## src/core/qbp_pkg.sv

```systemverilog
/*
  Constants shared by the quasi-bidirectional port block: widths, alternate
  function bit positions, reset values, timing figures and the latch update
  operations.
  Assumes the core clock and the oscillator rates are given in hertz.
*/
`default_nettype none

package qbp_pkg;

  // ----------------------------------------------------------------
  // Port widths and reset values
  // ----------------------------------------------------------------
  localparam int unsigned P3_W = 8;
  localparam int unsigned P4_W = 2;
  localparam int unsigned BUS_W = 8;
  localparam logic [P3_W-1:0] P3_LATCH_RST = 8'hff;
  localparam logic [P4_W-1:0] P4_LATCH_RST = 2'h3;
  localparam logic [BUS_W-1:0] BUS_ZERO = 8'h00;

  // ----------------------------------------------------------------
  // Alternate function bit positions
  // ----------------------------------------------------------------
  localparam int unsigned P3_SER_RX_BIT = 0;
  localparam int unsigned P3_SER_TX_BIT = 1;
  localparam int unsigned P3_IRQ0_BIT = 2;
  localparam int unsigned P3_IRQ1_BIT = 3;
  localparam int unsigned P3_TMR0_BIT = 4;
  localparam int unsigned P3_TMR1_BIT = 5;
  localparam int unsigned P3_EXT_WR_BIT = 6;
  localparam int unsigned P4_CAN_TX_BIT = 0;
  localparam int unsigned P4_CAN_RX_BIT = 1;

  // ----------------------------------------------------------------
  // Timing figures
  // ----------------------------------------------------------------
  localparam longint unsigned CLK_HZ = 20_000_000;
  localparam longint unsigned OSC_HZ = 20_000_000;
  localparam longint unsigned BOOST_OSC_PERIODS = 2;
  localparam longint unsigned RESET_MACHINE_CYCLES = 2;
  localparam longint unsigned OSC_PER_MACHINE_CYCLE = 12;
  // Least times: round up, at least one cycle
  localparam longint unsigned BOOST_CYC_RAW = (BOOST_OSC_PERIODS * CLK_HZ + OSC_HZ - 1) / OSC_HZ;
  localparam int unsigned BOOST_CYCLES = (BOOST_CYC_RAW < 1) ? 1 : int'(BOOST_CYC_RAW);
  localparam longint unsigned RST_CYC_RAW =
    (RESET_MACHINE_CYCLES * OSC_PER_MACHINE_CYCLE * CLK_HZ + OSC_HZ - 1) / OSC_HZ;
  localparam int unsigned RESET_CYCLES = (RST_CYC_RAW < 1) ? 1 : int'(RST_CYC_RAW);

  // ----------------------------------------------------------------
  // Port selection and latch update operations
  // ----------------------------------------------------------------
  typedef enum logic {
    QBP_PORT3,
    QBP_PORT4
  } qbp_port_e;

  typedef enum logic [3:0] {
    QBP_OP_AND,
    QBP_OP_OR,
    QBP_OP_XOR,
    QBP_OP_INC,
    QBP_OP_DEC,
    QBP_OP_BIT_CLR,
    QBP_OP_BIT_SET,
    QBP_OP_BIT_CPL,
    QBP_OP_BIT_MOV
  } qbp_rmw_e;

endpackage

`default_nettype wire

```

## src/core/qbp_sync.sv

```systemverilog
/*
  Two-flop synchroniser for a vector of asynchronous levels.
  Assumes one clock, synchronous active-low reset, idle level given as a
  parameter.
*/
`timescale 1ns/10ps
`default_nettype none

module qbp_sync #(
  parameter int unsigned W = 1,
  parameter logic [W-1:0] IDLE = '1
) (
  // Clock and reset
  input wire logic clk,
  input wire logic resetn,
  // Levels
  input wire logic [W-1:0] async_in,
  output logic [W-1:0] sync_out
);

  typedef struct packed {
    logic [W-1:0] meta;
    logic [W-1:0] stable;
  } qbp_sync_s;

  qbp_sync_s st_q;
  qbp_sync_s st_d;

  always_comb begin
    st_d.meta = async_in;
    st_d.stable = st_q.meta;
  end

  always_ff @(posedge clk) begin
    if (!resetn) begin
      st_q <= '{meta: IDLE, stable: IDLE};
    end else begin
      st_q <= st_d;
    end
  end

  assign sync_out = st_q.stable;

endmodule // qbp_sync

`default_nettype wire

```

## src/core/qbp_port.sv

```systemverilog
/*
  Quasi-bidirectional third and fourth ports: latches, CPU strobes, latch
  based read-modify-write, alternate function routing, strong pull-up boost,
  device reset qualification and first-port pull-up control.
  Assumes pins are open drain with a pull-up outside; peripherals idle their
  alternate outputs high; the CPU issues one strobe at a time.
*/
// Functional notes
// [RQ1] Third port: eight pins, pulled high when latch is one, usable as inputs.
// [RQ2] Fourth port: two pins, same behaviour as the third port.
// [RQ3] Third-port alternate functions need latch one, except serial transmit and write strobe.
// [RQ4] Third port bits: rx, tx, two irq/gate, two timer counts, write strobe, one plain.
// [RQ5] Fourth port: bit 0 CAN transmit, bit 1 CAN receive gated by latch.
// [RQ6] Reset pin high for two machine cycles resets the device.
// [RQ7] Write-latch strobe loads the internal data bus into the latch.
// [RQ8] Read-latch strobe returns the latch contents, not the pins.
// [RQ9] Read-pin strobe returns the sampled pin levels.
// [RQ10] Every line is input or output independently of the others.
// [RQ11] Software writes one to use a pin as input; pull-down then released.
// [RQ12] With latch one, the alternate output decides the pin level.
// [RQ13] Read-modify-write operations on a port read the latch, not the pins.
// [RQ14] Bit operations read the whole latch, change one bit, write the byte.
// [RQ15] First-port pull-up is disconnected when the pin is an analog input.
// [RQ16] Any reset loads ones into every latch.
// [RQ17] Latch changes at end of operation; pin drive follows the next cycle.
// [RQ18] Strong pull-up for two oscillator periods after latch rise, never in reset.
// [RQ19] Pin levels pass a two-stage synchroniser before use.
// [RQ20] Pull-down equals not (latch and alternate output), with bypass overrides.
`timescale 1ns/10ps
`default_nettype none

module qbp_port #(
  parameter int unsigned BOOST_CYC = qbp_pkg::BOOST_CYCLES,
  parameter int unsigned RESET_CYC = qbp_pkg::RESET_CYCLES
) (
  // Clock and reset
  input wire logic CLK,
  input wire logic RESETN,
  // Reset pin and device reset
  input wire logic RST_PIN,
  output logic DEV_RESET,
  // CPU strobes and internal bus
  input wire qbp_pkg::qbp_port_e PORT_SEL,
  input wire logic WR_LATCH,
  input wire logic [qbp_pkg::BUS_W-1:0] WR_DATA,
  input wire logic RD_LATCH,
  input wire logic RD_PIN,
  input wire logic RMW_STB,
  input wire qbp_pkg::qbp_rmw_e RMW_OP,
  input wire logic [qbp_pkg::BUS_W-1:0] RMW_ARG,
  input wire logic [2:0] RMW_BIT,
  input wire logic RMW_CARRY,
  output logic [qbp_pkg::BUS_W-1:0] RD_DATA,
  output logic RD_VALID,
  // Third port pins, open drain
  input wire logic [qbp_pkg::P3_W-1:0] P3_PIN_I,
  output logic [qbp_pkg::P3_W-1:0] P3_PIN_O,
  output logic [qbp_pkg::P3_W-1:0] P3_PIN_OE,
  output logic [qbp_pkg::P3_W-1:0] P3_BOOST,
  // Fourth port pins, open drain
  input wire logic [qbp_pkg::P4_W-1:0] P4_PIN_I,
  output logic [qbp_pkg::P4_W-1:0] P4_PIN_O,
  output logic [qbp_pkg::P4_W-1:0] P4_PIN_OE,
  output logic [qbp_pkg::P4_W-1:0] P4_BOOST,
  // Alternate outputs from peripherals
  input wire logic [qbp_pkg::P3_W-1:0] ALT3_OUT,
  input wire logic EXT_WR_EN,
  input wire logic CAN_TX_OUT,
  // Alternate inputs to peripherals
  output logic SER_RX_IN,
  output logic EXT_IRQ_ZERO_IN,
  output logic EXT_IRQ_ONE_IN,
  output logic TMR_ZERO_COUNT_IN,
  output logic TMR_ONE_COUNT_IN,
  output logic CAN_RX_IN,
  // First port pull-up control
  input wire logic [qbp_pkg::BUS_W-1:0] P1_ANALOG_SEL,
  output logic [qbp_pkg::BUS_W-1:0] P1_PULLUP_EN
);

  localparam int unsigned CW = $clog2(BOOST_CYC + 1);
  localparam int unsigned RW = $clog2(RESET_CYC + 1);
  localparam int unsigned SW = qbp_pkg::P3_W + qbp_pkg::P4_W + 1;
  localparam logic [CW-1:0] BOOST_LOAD = CW'(BOOST_CYC);
  localparam logic [RW-1:0] RESET_DONE = RW'(RESET_CYC);

  // ----------------------------------------------------------------
  // State
  // ----------------------------------------------------------------
  typedef struct packed {
    logic [qbp_pkg::P3_W-1:0] lat3;
    logic [qbp_pkg::P4_W-1:0] lat4;
    logic [qbp_pkg::P3_W-1:0] prev3;
    logic [qbp_pkg::P4_W-1:0] prev4;
    logic [qbp_pkg::P3_W-1:0][CW-1:0] cnt3;
    logic [qbp_pkg::P4_W-1:0][CW-1:0] cnt4;
    logic [qbp_pkg::P3_W-1:0] boost3;
    logic [qbp_pkg::P4_W-1:0] boost4;
    logic [qbp_pkg::P3_W-1:0] pd3;
    logic [qbp_pkg::P4_W-1:0] pd4;
    logic [RW-1:0] rst_cnt;
    logic dev_rst;
    logic [qbp_pkg::BUS_W-1:0] rd_data;
    logic rd_valid;
    logic [5:0] alt_in;
    logic [qbp_pkg::BUS_W-1:0] pu1;
  } qbp_port_s;

  localparam qbp_port_s ST_RST = '{
    lat3: qbp_pkg::P3_LATCH_RST,
    lat4: qbp_pkg::P4_LATCH_RST,
    prev3: qbp_pkg::P3_LATCH_RST,
    prev4: qbp_pkg::P4_LATCH_RST,
    alt_in: '1,
    pu1: '1,
    default: '0
  };

  qbp_port_s st_q;
  qbp_port_s st_d;
  logic [SW-1:0] pins_s;
  logic [qbp_pkg::P3_W-1:0] pin3_s;
  logic [qbp_pkg::P4_W-1:0] pin4_s;
  logic rst_pin_s;
  logic [qbp_pkg::BUS_W-1:0] old_byte;
  logic [qbp_pkg::BUS_W-1:0] new_byte;
  logic [qbp_pkg::P3_W-1:0] rise3;
  logic [qbp_pkg::P4_W-1:0] rise4;

  // ----------------------------------------------------------------
  // Pin synchroniser
  // ----------------------------------------------------------------
  qbp_sync #(
    .W(SW),
    .IDLE({1'b0, {(SW-1){1'b1}}})
  ) u_sync (
    .clk(CLK),
    .resetn(RESETN),
    .async_in({RST_PIN, P4_PIN_I, P3_PIN_I}), // [RQ19]
    .sync_out(pins_s)
  );

  assign pin3_s = pins_s[qbp_pkg::P3_W-1:0];
  assign pin4_s = pins_s[qbp_pkg::P3_W +: qbp_pkg::P4_W];
  assign rst_pin_s = pins_s[SW-1];

  // ----------------------------------------------------------------
  // Latch update for read-modify-write
  // ----------------------------------------------------------------
  function automatic logic [qbp_pkg::BUS_W-1:0] rmw_calc(
    input qbp_pkg::qbp_rmw_e op,
    input logic [qbp_pkg::BUS_W-1:0] old,
    input logic [qbp_pkg::BUS_W-1:0] arg,
    input logic [2:0] bsel,
    input logic carry
  );
    logic [qbp_pkg::BUS_W-1:0] res;
    res = old;
    unique case (op)
      qbp_pkg::QBP_OP_AND: res = old & arg;
      qbp_pkg::QBP_OP_OR: res = old | arg;
      qbp_pkg::QBP_OP_XOR: res = old ^ arg;
      qbp_pkg::QBP_OP_INC: res = old + 8'h01;
      qbp_pkg::QBP_OP_DEC: res = old - 8'h01;
      qbp_pkg::QBP_OP_BIT_CLR: res[bsel] = 1'b0; // [RQ14]
      qbp_pkg::QBP_OP_BIT_SET: res[bsel] = 1'b1; // [RQ14]
      qbp_pkg::QBP_OP_BIT_CPL: res[bsel] = ~old[bsel]; // [RQ14]
      qbp_pkg::QBP_OP_BIT_MOV: res[bsel] = carry; // [RQ14]
      default: res = old;
    endcase
    return res;
  endfunction

  // Source is always the latch of the selected port
  assign old_byte = (PORT_SEL == qbp_pkg::QBP_PORT3) ? st_q.lat3
                  : {{(qbp_pkg::BUS_W-qbp_pkg::P4_W){1'b0}}, st_q.lat4}; // [RQ13]
  assign new_byte = rmw_calc(RMW_OP, old_byte, RMW_ARG, RMW_BIT, RMW_CARRY);

  assign rise3 = st_q.lat3 & ~st_q.prev3;
  assign rise4 = st_q.lat4 & ~st_q.prev4;

  // ----------------------------------------------------------------
  // Next state
  // ----------------------------------------------------------------
  always_comb begin
    st_d = st_q;

    // Reset pin qualification
    if (rst_pin_s) begin
      if (st_q.rst_cnt != RESET_DONE) begin
        st_d.rst_cnt = st_q.rst_cnt + RW'(1);
      end
    end else begin
      st_d.rst_cnt = '0;
    end
    st_d.dev_rst = rst_pin_s && (st_d.rst_cnt == RESET_DONE); // [RQ6]

    // CPU access; each bit stands alone in the latch
    st_d.rd_valid = RD_LATCH || RD_PIN || RMW_STB;
    if (WR_LATCH) begin
      if (PORT_SEL == qbp_pkg::QBP_PORT3) begin
        st_d.lat3 = WR_DATA; // [RQ7] [RQ10] [RQ11]
      end else begin
        st_d.lat4 = WR_DATA[qbp_pkg::P4_W-1:0]; // [RQ7]
      end
    end else if (RMW_STB) begin
      if (PORT_SEL == qbp_pkg::QBP_PORT3) begin
        st_d.lat3 = new_byte; // [RQ13] [RQ14]
      end else begin
        st_d.lat4 = new_byte[qbp_pkg::P4_W-1:0]; // [RQ13]
      end
    end
    if (RD_PIN) begin
      st_d.rd_data = (PORT_SEL == qbp_pkg::QBP_PORT3) ? pin3_s
                   : {{(qbp_pkg::BUS_W-qbp_pkg::P4_W){1'b0}}, pin4_s}; // [RQ9]
    end else if (RD_LATCH || RMW_STB) begin
      st_d.rd_data = old_byte; // [RQ8]
    end else begin
      st_d.rd_data = qbp_pkg::BUS_ZERO;
    end

    // Pin drive follows the registered latch one cycle later
    st_d.prev3 = st_q.lat3;
    st_d.prev4 = st_q.lat4;
    st_d.pd3 = ~(st_q.lat3 & ALT3_OUT); // [RQ1] [RQ12] [RQ17] [RQ20]
    st_d.pd3[qbp_pkg::P3_SER_TX_BIT] = ~ALT3_OUT[qbp_pkg::P3_SER_TX_BIT]; // [RQ3] [RQ20]
    if (EXT_WR_EN) begin
      st_d.pd3[qbp_pkg::P3_EXT_WR_BIT] = ~ALT3_OUT[qbp_pkg::P3_EXT_WR_BIT]; // [RQ3] [RQ20]
    end
    st_d.pd4 = ~st_q.lat4; // [RQ2]
    st_d.pd4[qbp_pkg::P4_CAN_TX_BIT] =
      ~(st_q.lat4[qbp_pkg::P4_CAN_TX_BIT] & CAN_TX_OUT); // [RQ5] [RQ12]

    // Strong pull-up after each latch rise
    for (int i = 0; i < qbp_pkg::P3_W; i++) begin
      if (rise3[i]) begin
        st_d.cnt3[i] = BOOST_LOAD; // [RQ18]
      end else if (st_q.cnt3[i] != '0) begin
        st_d.cnt3[i] = st_q.cnt3[i] - CW'(1);
      end
      st_d.boost3[i] = (st_d.cnt3[i] != '0);
    end
    for (int i = 0; i < qbp_pkg::P4_W; i++) begin
      if (rise4[i]) begin
        st_d.cnt4[i] = BOOST_LOAD; // [RQ18]
      end else if (st_q.cnt4[i] != '0) begin
        st_d.cnt4[i] = st_q.cnt4[i] - CW'(1);
      end
      st_d.boost4[i] = (st_d.cnt4[i] != '0);
    end

    // Alternate inputs, gated by their latch bits
    st_d.alt_in[0] = ~st_q.lat3[qbp_pkg::P3_SER_RX_BIT] | pin3_s[qbp_pkg::P3_SER_RX_BIT]; // [RQ3] [RQ4]
    st_d.alt_in[1] = ~st_q.lat3[qbp_pkg::P3_IRQ0_BIT] | pin3_s[qbp_pkg::P3_IRQ0_BIT]; // [RQ4]
    st_d.alt_in[2] = ~st_q.lat3[qbp_pkg::P3_IRQ1_BIT] | pin3_s[qbp_pkg::P3_IRQ1_BIT]; // [RQ4]
    st_d.alt_in[3] = ~st_q.lat3[qbp_pkg::P3_TMR0_BIT] | pin3_s[qbp_pkg::P3_TMR0_BIT]; // [RQ4]
    st_d.alt_in[4] = ~st_q.lat3[qbp_pkg::P3_TMR1_BIT] | pin3_s[qbp_pkg::P3_TMR1_BIT]; // [RQ4]
    st_d.alt_in[5] = ~st_q.lat4[qbp_pkg::P4_CAN_RX_BIT] | pin4_s[qbp_pkg::P4_CAN_RX_BIT]; // [RQ5]

    st_d.pu1 = ~P1_ANALOG_SEL; // [RQ15]

    // Device reset: ones in the latches, no boost
    if (st_q.dev_rst) begin
      st_d = ST_RST; // [RQ16] [RQ18]
      st_d.rst_cnt = st_q.rst_cnt;
      st_d.dev_rst = st_d.rst_cnt == RESET_DONE && rst_pin_s;
      st_d.pu1 = ~P1_ANALOG_SEL;
    end
  end

  always_ff @(posedge CLK) begin
    if (!RESETN) begin
      st_q <= ST_RST; // [RQ16]
    end else begin
      st_q <= st_d;
    end
  end

  // ----------------------------------------------------------------
  // Outputs
  // ----------------------------------------------------------------
  assign DEV_RESET = st_q.dev_rst;
  assign RD_DATA = st_q.rd_data;
  assign RD_VALID = st_q.rd_valid;
  assign P3_PIN_O = '0;
  assign P3_PIN_OE = st_q.pd3;
  assign P3_BOOST = st_q.boost3;
  assign P4_PIN_O = '0;
  assign P4_PIN_OE = st_q.pd4;
  assign P4_BOOST = st_q.boost4;
  assign SER_RX_IN = st_q.alt_in[0];
  assign EXT_IRQ_ZERO_IN = st_q.alt_in[1];
  assign EXT_IRQ_ONE_IN = st_q.alt_in[2];
  assign TMR_ZERO_COUNT_IN = st_q.alt_in[3];
  assign TMR_ONE_COUNT_IN = st_q.alt_in[4];
  assign CAN_RX_IN = st_q.alt_in[5];
  assign P1_PULLUP_EN = st_q.pu1;

endmodule // qbp_port

`default_nettype wire

```

## config.mk

```make
export PLATFORM = sky130hd
export DESIGN_NAME = qbp_port
export DESIGN_NICKNAME = d
export VERILOG_FILES = /design/src/core/qbp_pkg.sv /design/src/core/qbp_sync.sv /design/src/core/qbp_port.sv
export SDC_FILE = /design/constraint.sdc
export NUM_CORES = 1
export LEC_CHECK = 0
export BUFFER_PORTS_ARGS = -buffer_cell sky130_fd_sc_hd__buf_4
export CORE_MARGIN = 4
export CORE_UTILIZATION = 58
export CTS_BUF_LIST = sky130_fd_sc_hd__clkbuf_8 sky130_fd_sc_hd__clkbuf_16
export DETAILED_ROUTE_END_ITERATION = 10
export GPL_TIMING_DRIVEN = 0
export PLACE_DENSITY = 0.93
export REMOVE_ABC_BUFFERS = 1
export SLEW_MARGIN = 20
export SYNTH_ARGS = -nofsm -noshare
export SYNTH_HDL_FRONTEND = slang
export SYNTH_SLANG_ARGS = --single-unit
```

## constraint.sdc

```tcl
create_clock -name CLK -period 6.18 [get_ports CLK]
set_input_delay 1.236 -clock CLK [delete_from_list [all_inputs] [get_ports CLK]]
set_output_delay 1.236 -clock CLK [all_outputs]
set_load 0.02 [all_outputs]
```

* Yosys cells after proc, flatten, opt, wreduce, memory -nomap -nowiden
Cells that the tools add are included.
** Storage, ports and cells
- Bits in registers :: 111
- Bits of input ports :: 60
- Logic and storage cells :: 160
** Cells by class
- $add $sub $neg :: 13
- Magnitude comparators :: 2
- Equal/unequal tests :: 15
- Mux-type cells :: 41
- Bitwise gates (word level) :: 32
- Reduce and logical (&&, ||, !) cells :: 31
** Operators by type and width (number)
- 8-bit one-hot mux with 9 select lines :: 1
- 8-bit two-way mux :: 6
- 2-bit two-way mux :: 22
- 2-bit nonzero test :: 21
- 8-bit bitwise AND :: 4
- 8-bit NOT :: 4
- 24-bit two-way mux :: 1
- 10-bit two-way mux :: 2
- 2-bit by 1-bit subtractor with 2-bit output, second input constant :: 10
- 8-bit bitwise mux :: 2
- 4-bit by 3-bit equality test with 1-bit output, second input constant :: 4
- 8-bit OR :: 2
- 1-bit NOT :: 11
- 5-bit equality test, second input constant :: 2
- 5-bit two-way mux :: 2
- 8-bit by 1-bit adder with 8-bit output, second input constant :: 1
- 4-bit by 2-bit equality test with 1-bit output, second input constant :: 2
- 2-bit inequality test, second input constant :: 4
- 8-bit by 1-bit subtractor with 8-bit output, second input constant :: 1
- 8-bit XOR :: 1
- 1-bit OR :: 6
- 3-bit AND reduction :: 2
- 5-bit by 1-bit adder with 5-bit output, second input constant :: 1
- 5-bit inequality test, second input constant :: 1
- other kinds (14) :: 21

* Logic depth before layout (Yosys ltp)
- Word-level depth :: 10
- Gate-level depth with buffers :: 11

* By module
From an unflattened synthesis, not the netlist that was laid out.
** Second synthesis, totals
- Cell total of the unflattened synthesis :: 586
- Area, all modules :: 5203.7 µm²
** Modules (own cells, without submodules)
- qbp_port :: times used 1, cells an instance 540, area each 4606.9 µm², seq. area each 1781.7 µm²
- qbp_sync :: times used 1, cells an instance 46, area each 596.8 µm², seq. area each 440.4 µm²

* Least setup slack after synthesis
Ideal clock, no wire load.
- Path type :: input -> register
- Start :: in PORT_SEL
- End :: reg st_q[83] in the netlist's numbering
- Arrival :: 2959 ps
- Required time :: 6098 ps
- Slack :: 3140 ps
- Cell stages on the path :: 10
- Buffers on the path :: 2
- Path through :: buf_2 buf_2 mux2i_1 xnor2_1 ha_1 nor3_2 a21oi_1 xor2_1 or3b_1 o2111ai_1
** Between the ends
- Longest elaborated chain between the ends :: 9
- Elaborated cells on any way between the ends :: 20
- Those cells by class :: add/sub: 2; eq/ne: 2; mux: 9; bitwise: 6; reduce/logical: 1
** RTL lines
- start, declared :: line qbp_port.sv:43 : input wire qbp_pkg::qbp_port_e PORT_SEL,
- parallel branches: the longest is 9 deep, another holds 8-bit by 1-bit subtractor with 8-bit output
- end signal, assigned :: line qbp_port.sv:275 : st_q <= st_d;
- end, declared :: line qbp_port.sv:119 : qbp_port_s st_q;
Several ways; the timed one is not identified. The select of a mux whose other input is x is not followed.
A chain may end at the register's enable or synchronous reset.

* Worst setup path in the final report
- Start :: in PORT_SEL
- End :: reg st_q[87] in the netlist's numbering
The elaborated chain is that of the path after synthesis.

==> summary.md <==
| Metric | Value |
|---|---|
| Run status | complete, no violations |
| CP Capture Type | flip-flop |
| Slew margin rel. | between 40% and 50% |
| Met2 Use GR | about two fifths |
| Final setup fails | 0 |
| Reg area | around 0.0022 mm² |
| Grt peak-use layer | met2 |
| Flops & latches, synth | roughly 110 |
| Io pins | roughly 110 |
| Synth Instances | between 500 and 600 |
| Final critical-path required period | around 3 ns |
| Bufs on Longest Clock Path | 2 |
| DR vias/cell | between 5 and 6 |
| Net Sw Frac | between 20% and 30% |
| Htree depth | 3 |
| Area of the multi-input gates | between 0.002 and 0.0025 mm² |
| Top_reg_cell synth | dfxtp_1 |
| Distinct cell type count after synthesis | 70 |
| P per Cell Area | approximately 250 mW/mm² |
| CP max FO | 31 |
| Critical path data arrival time | roughly 3.3 ns |
| CTS tree | yes |
| Die Ht | 102 µm |
| RSZ-0062 raised after global routing | false |
| Most frequent cell after synthesis | dfxtp_1 |
| # clock sinks | between 100 and 150 |
| Initial Util | just under 60% |
| Worst-Skew Late Latency | about 0.37 ns |
| Mean Syn Cell Area | 8.92 µm² |
| Final WL | ~13000 µm |
| Crit Path Class | input port to flip-flop |
| Final worst-path cycle share | between 40% and 50% |
| Initial antenna violation count | 0 |
| R2r setup slk | ~3.8 ns |
| Number of CTS-inserted buffers | 9 |
| Root Buffer | clkbuf_8 |
| Initial drt markers | ~370 |
| Simple-Gate Fraction of Synth Area | about a quarter |
| Fin. Hold Viols | 0 |
| Vias in the first global route | approximately 4200 |
| Largest family of logic cells by synthesized area | simple AND/OR/NAND/NOR gates |
| CTS resizes | 0 |
| Via count | ~4300 |
| Worst EP required | ~6.4 ns |
| Largest net degree at the start of global routing | 38 |
| Slew @ Worst Pin | slightly below 0.9 ns |
| Cell-internal power | approximately 1.1 mW |
| First-pass GRT wire length | roughly 20000 µm |
| Slew Viols, Final | 0 |
| Worst Hold Depth | 1 |
| M3 GR Usage | roughly 5.4% |
| Top cell type's share of synthesized area | 43.4% |
| Max Cap Viol | 0 |
| Post-CTS Setup Repair Bufs | 0 |
| Post-synthesis compound-gate area fraction | 16.3% |
| ANT nets after route | 0 |
| Hpwl dp | just under 9000 µm |
| Top post-synthesis cells by area | dfxtp_1 (43%), buf_4 (6.7%), nand2b_1 (4.5%), a21oi_1 (3.9%), nor2b_1 (3.2%) |
| DIE WIDTH | around 100 µm |
| Gpl congestion | about 0.89 |
| Design area | ~0.0058 mm² |
| Post-DP Area | between 0.005 and 0.006 mm² |
| Post-synth EDFFs | 0 |
| Total track usage | ~24% |
| Post-synthesis mux area share | 2.05% |
| Layout fillers | 670 |
| Yosys warning total | 0 |
| R2R cell count | 5 |
| NetSw | 391 µW |
| DRC | 0 |
| Total gr overflow | 0 |
| Die area | roughly 0.010 mm² |
| Logic pwr share | 15.9% |
| Async SR Flop Fraction | 0% |
| Post-Syn Area | 0.00512 mm² |
| TritonRoute pass-1 iters | 6 |
| Reg clk slew, reported paths | roughly 0.1 ns |
| LEAKAGE | roughly 2.4 nW |
| Port Buffer Count | about 100 |
| Share of cells above drive strength 1 | around a quarter |
| Synth Area in Adders | less than 1% |
| Core Region | roughly 0.0086 mm² |
| Row cnt | 34 |
| CP Launch Type | input port |
| Final nets | slightly below 700 |
| Sequential Power Share | around 53% |
| Sequential area share after synthesis | a little over two fifths |
| Diodes inserted | 0 |
| Setup Skew | 0.00901 ns |
| Hold WC Path Type | flip-flop to flip-flop |
| Maximum vdd drop | roughly 0.00021 V |
| CTS Hold Buffers Added | 0 |
| Clk pwr share | about a third |
| Synth Area in XOR/XNOR | under 10% |
| Final setup TNS | 0 ns |
| Synth cell count leaders | dfxtp_1 (111), buf_4 (46), nor2_1 (41) |
| Layout area overhead | 13.4% |
| Met1 Usage GRT | around 29% |
| WL/cell | about 17 µm |
| Post-synth top area cell | dfxtp_1 |
| FMAX | about 320 MHz |
-- layout make-up --
class / instances / share of cell area, %
Multi-Input combinational cell: 380 / 41.3
Sequential cell: 111 / 38.3
Timing Repair Buffer: 104 / 13.7
Tap cell: 108 / 2.33
Clock buffer: 9 / 2.13
Clock inverter: 7 / 1.62
Inverter: 10 / 0.646
-- power groups by stage --
stage | clock [mW] | sequential [mW] | combinational (mW)
floorplan | 0 | 0.802 | 0.110
global placement | 0 | 0.791 | 0.222
detailed placement | 0 | 0.792 | 0.231
CTS | 0.471 | 0.776 | 0.232
global route | 0.502 | 0.780 | 0.255
finish | 0.463 | 0.777 | 0.234
-- cells by family (layout without fill, tap and decap cells) --
logic type,count (synthesis),in the layout
muxes,10,10
adders and majority gates,3,3
xor gates and xnor gates,8,8
DFF,111,111
buffers and inverters,92,130
and+or+nand+nor,221,221
AOI/OAI and AO/OA,128,128
other,1,10
-- routing by layer --
metal / wire length (µm) / share of wire (%) / vias to the layer above
met5: 0 / 0 / -
met4: 346 / 2.7 / 0
met3: 957 / 7.6 / 32
met2: 6410 / 51 / 206
met1: 4870 / 39 / 2023
li1: - / - / 2038
-- worst max-delay path, stage by stage --
cell and delay [ns]:
buf_4 0.28, mux2_2 0.48, ha_1 0.30, o41ai_1 0.63, a21oi_1 0.16, o21ai_1 0.16, nand3_1 0.08
-- worst paths after layout --
| path | start | to |
|---|---|---|
| max reg2reg | st_q[84] | st_q[81] |
| min | u_sync.st_d[5] | u_sync.sync_out[5] |
| max | PORT_SEL | st_q[87] |
| min reg2reg | u_sync.st_d[5] | u_sync.sync_out[5] |
-- cell usage in the layout (no fill, tap or decap), drive strengths merged, types with 10 or more instances in the layout --
cell	Yosys	layout
nand2	27	27
nand2b	37	37
nor4b	12	12
nor3	11	11
buf	61	104
dfxtp	111	111
nor2b	26	26
or2	10	10
a21oi	40	40
nor2	41	41
o21ai	27	27
inv	10	13
conb	1	10
-- state kept, by name, summed over array words and instances (netlist names) --
signal and cells:
P1_PULLUP_EN 8, u_sync.st_d 11, P4_BOOST 2, TMR_ONE_COUNT_IN 1
CAN_RX_IN 1, RD_VALID 1, u_sync.sync_out 11, SER_RX_IN 1
EXT_IRQ_ZERO_IN 1, RD_DATA 8, P4_PIN_OE 2, P3_BOOST 8
EXT_IRQ_ONE_IN 1, st_q 45, TMR_ZERO_COUNT_IN 1, P3_PIN_OE 8
DEV_RESET 1
-- metrics by stage --
step / hold WS [ns] / std cells / power (mW) / utilization [%] / setup slack [ns]
after global placement: 0.390 / 712 / 1.01 / 64.4 / 2.34
after global routing: 0.437 / 729 / 1.54 / 67.2 / 3.05
final: 0.414 / 729 / 1.47 / 67.2 / 3.10
after CTS: 0.414 / 729 / 1.48 / 67.2 / 3.16
after detailed placement: 0.391 / 713 / 1.02 / 64.7 / 2.76
after floorplan: 0.386 / 501 / 0.912 / - / 3.27
No activity file was read; power rests on OpenSTA's default activity.
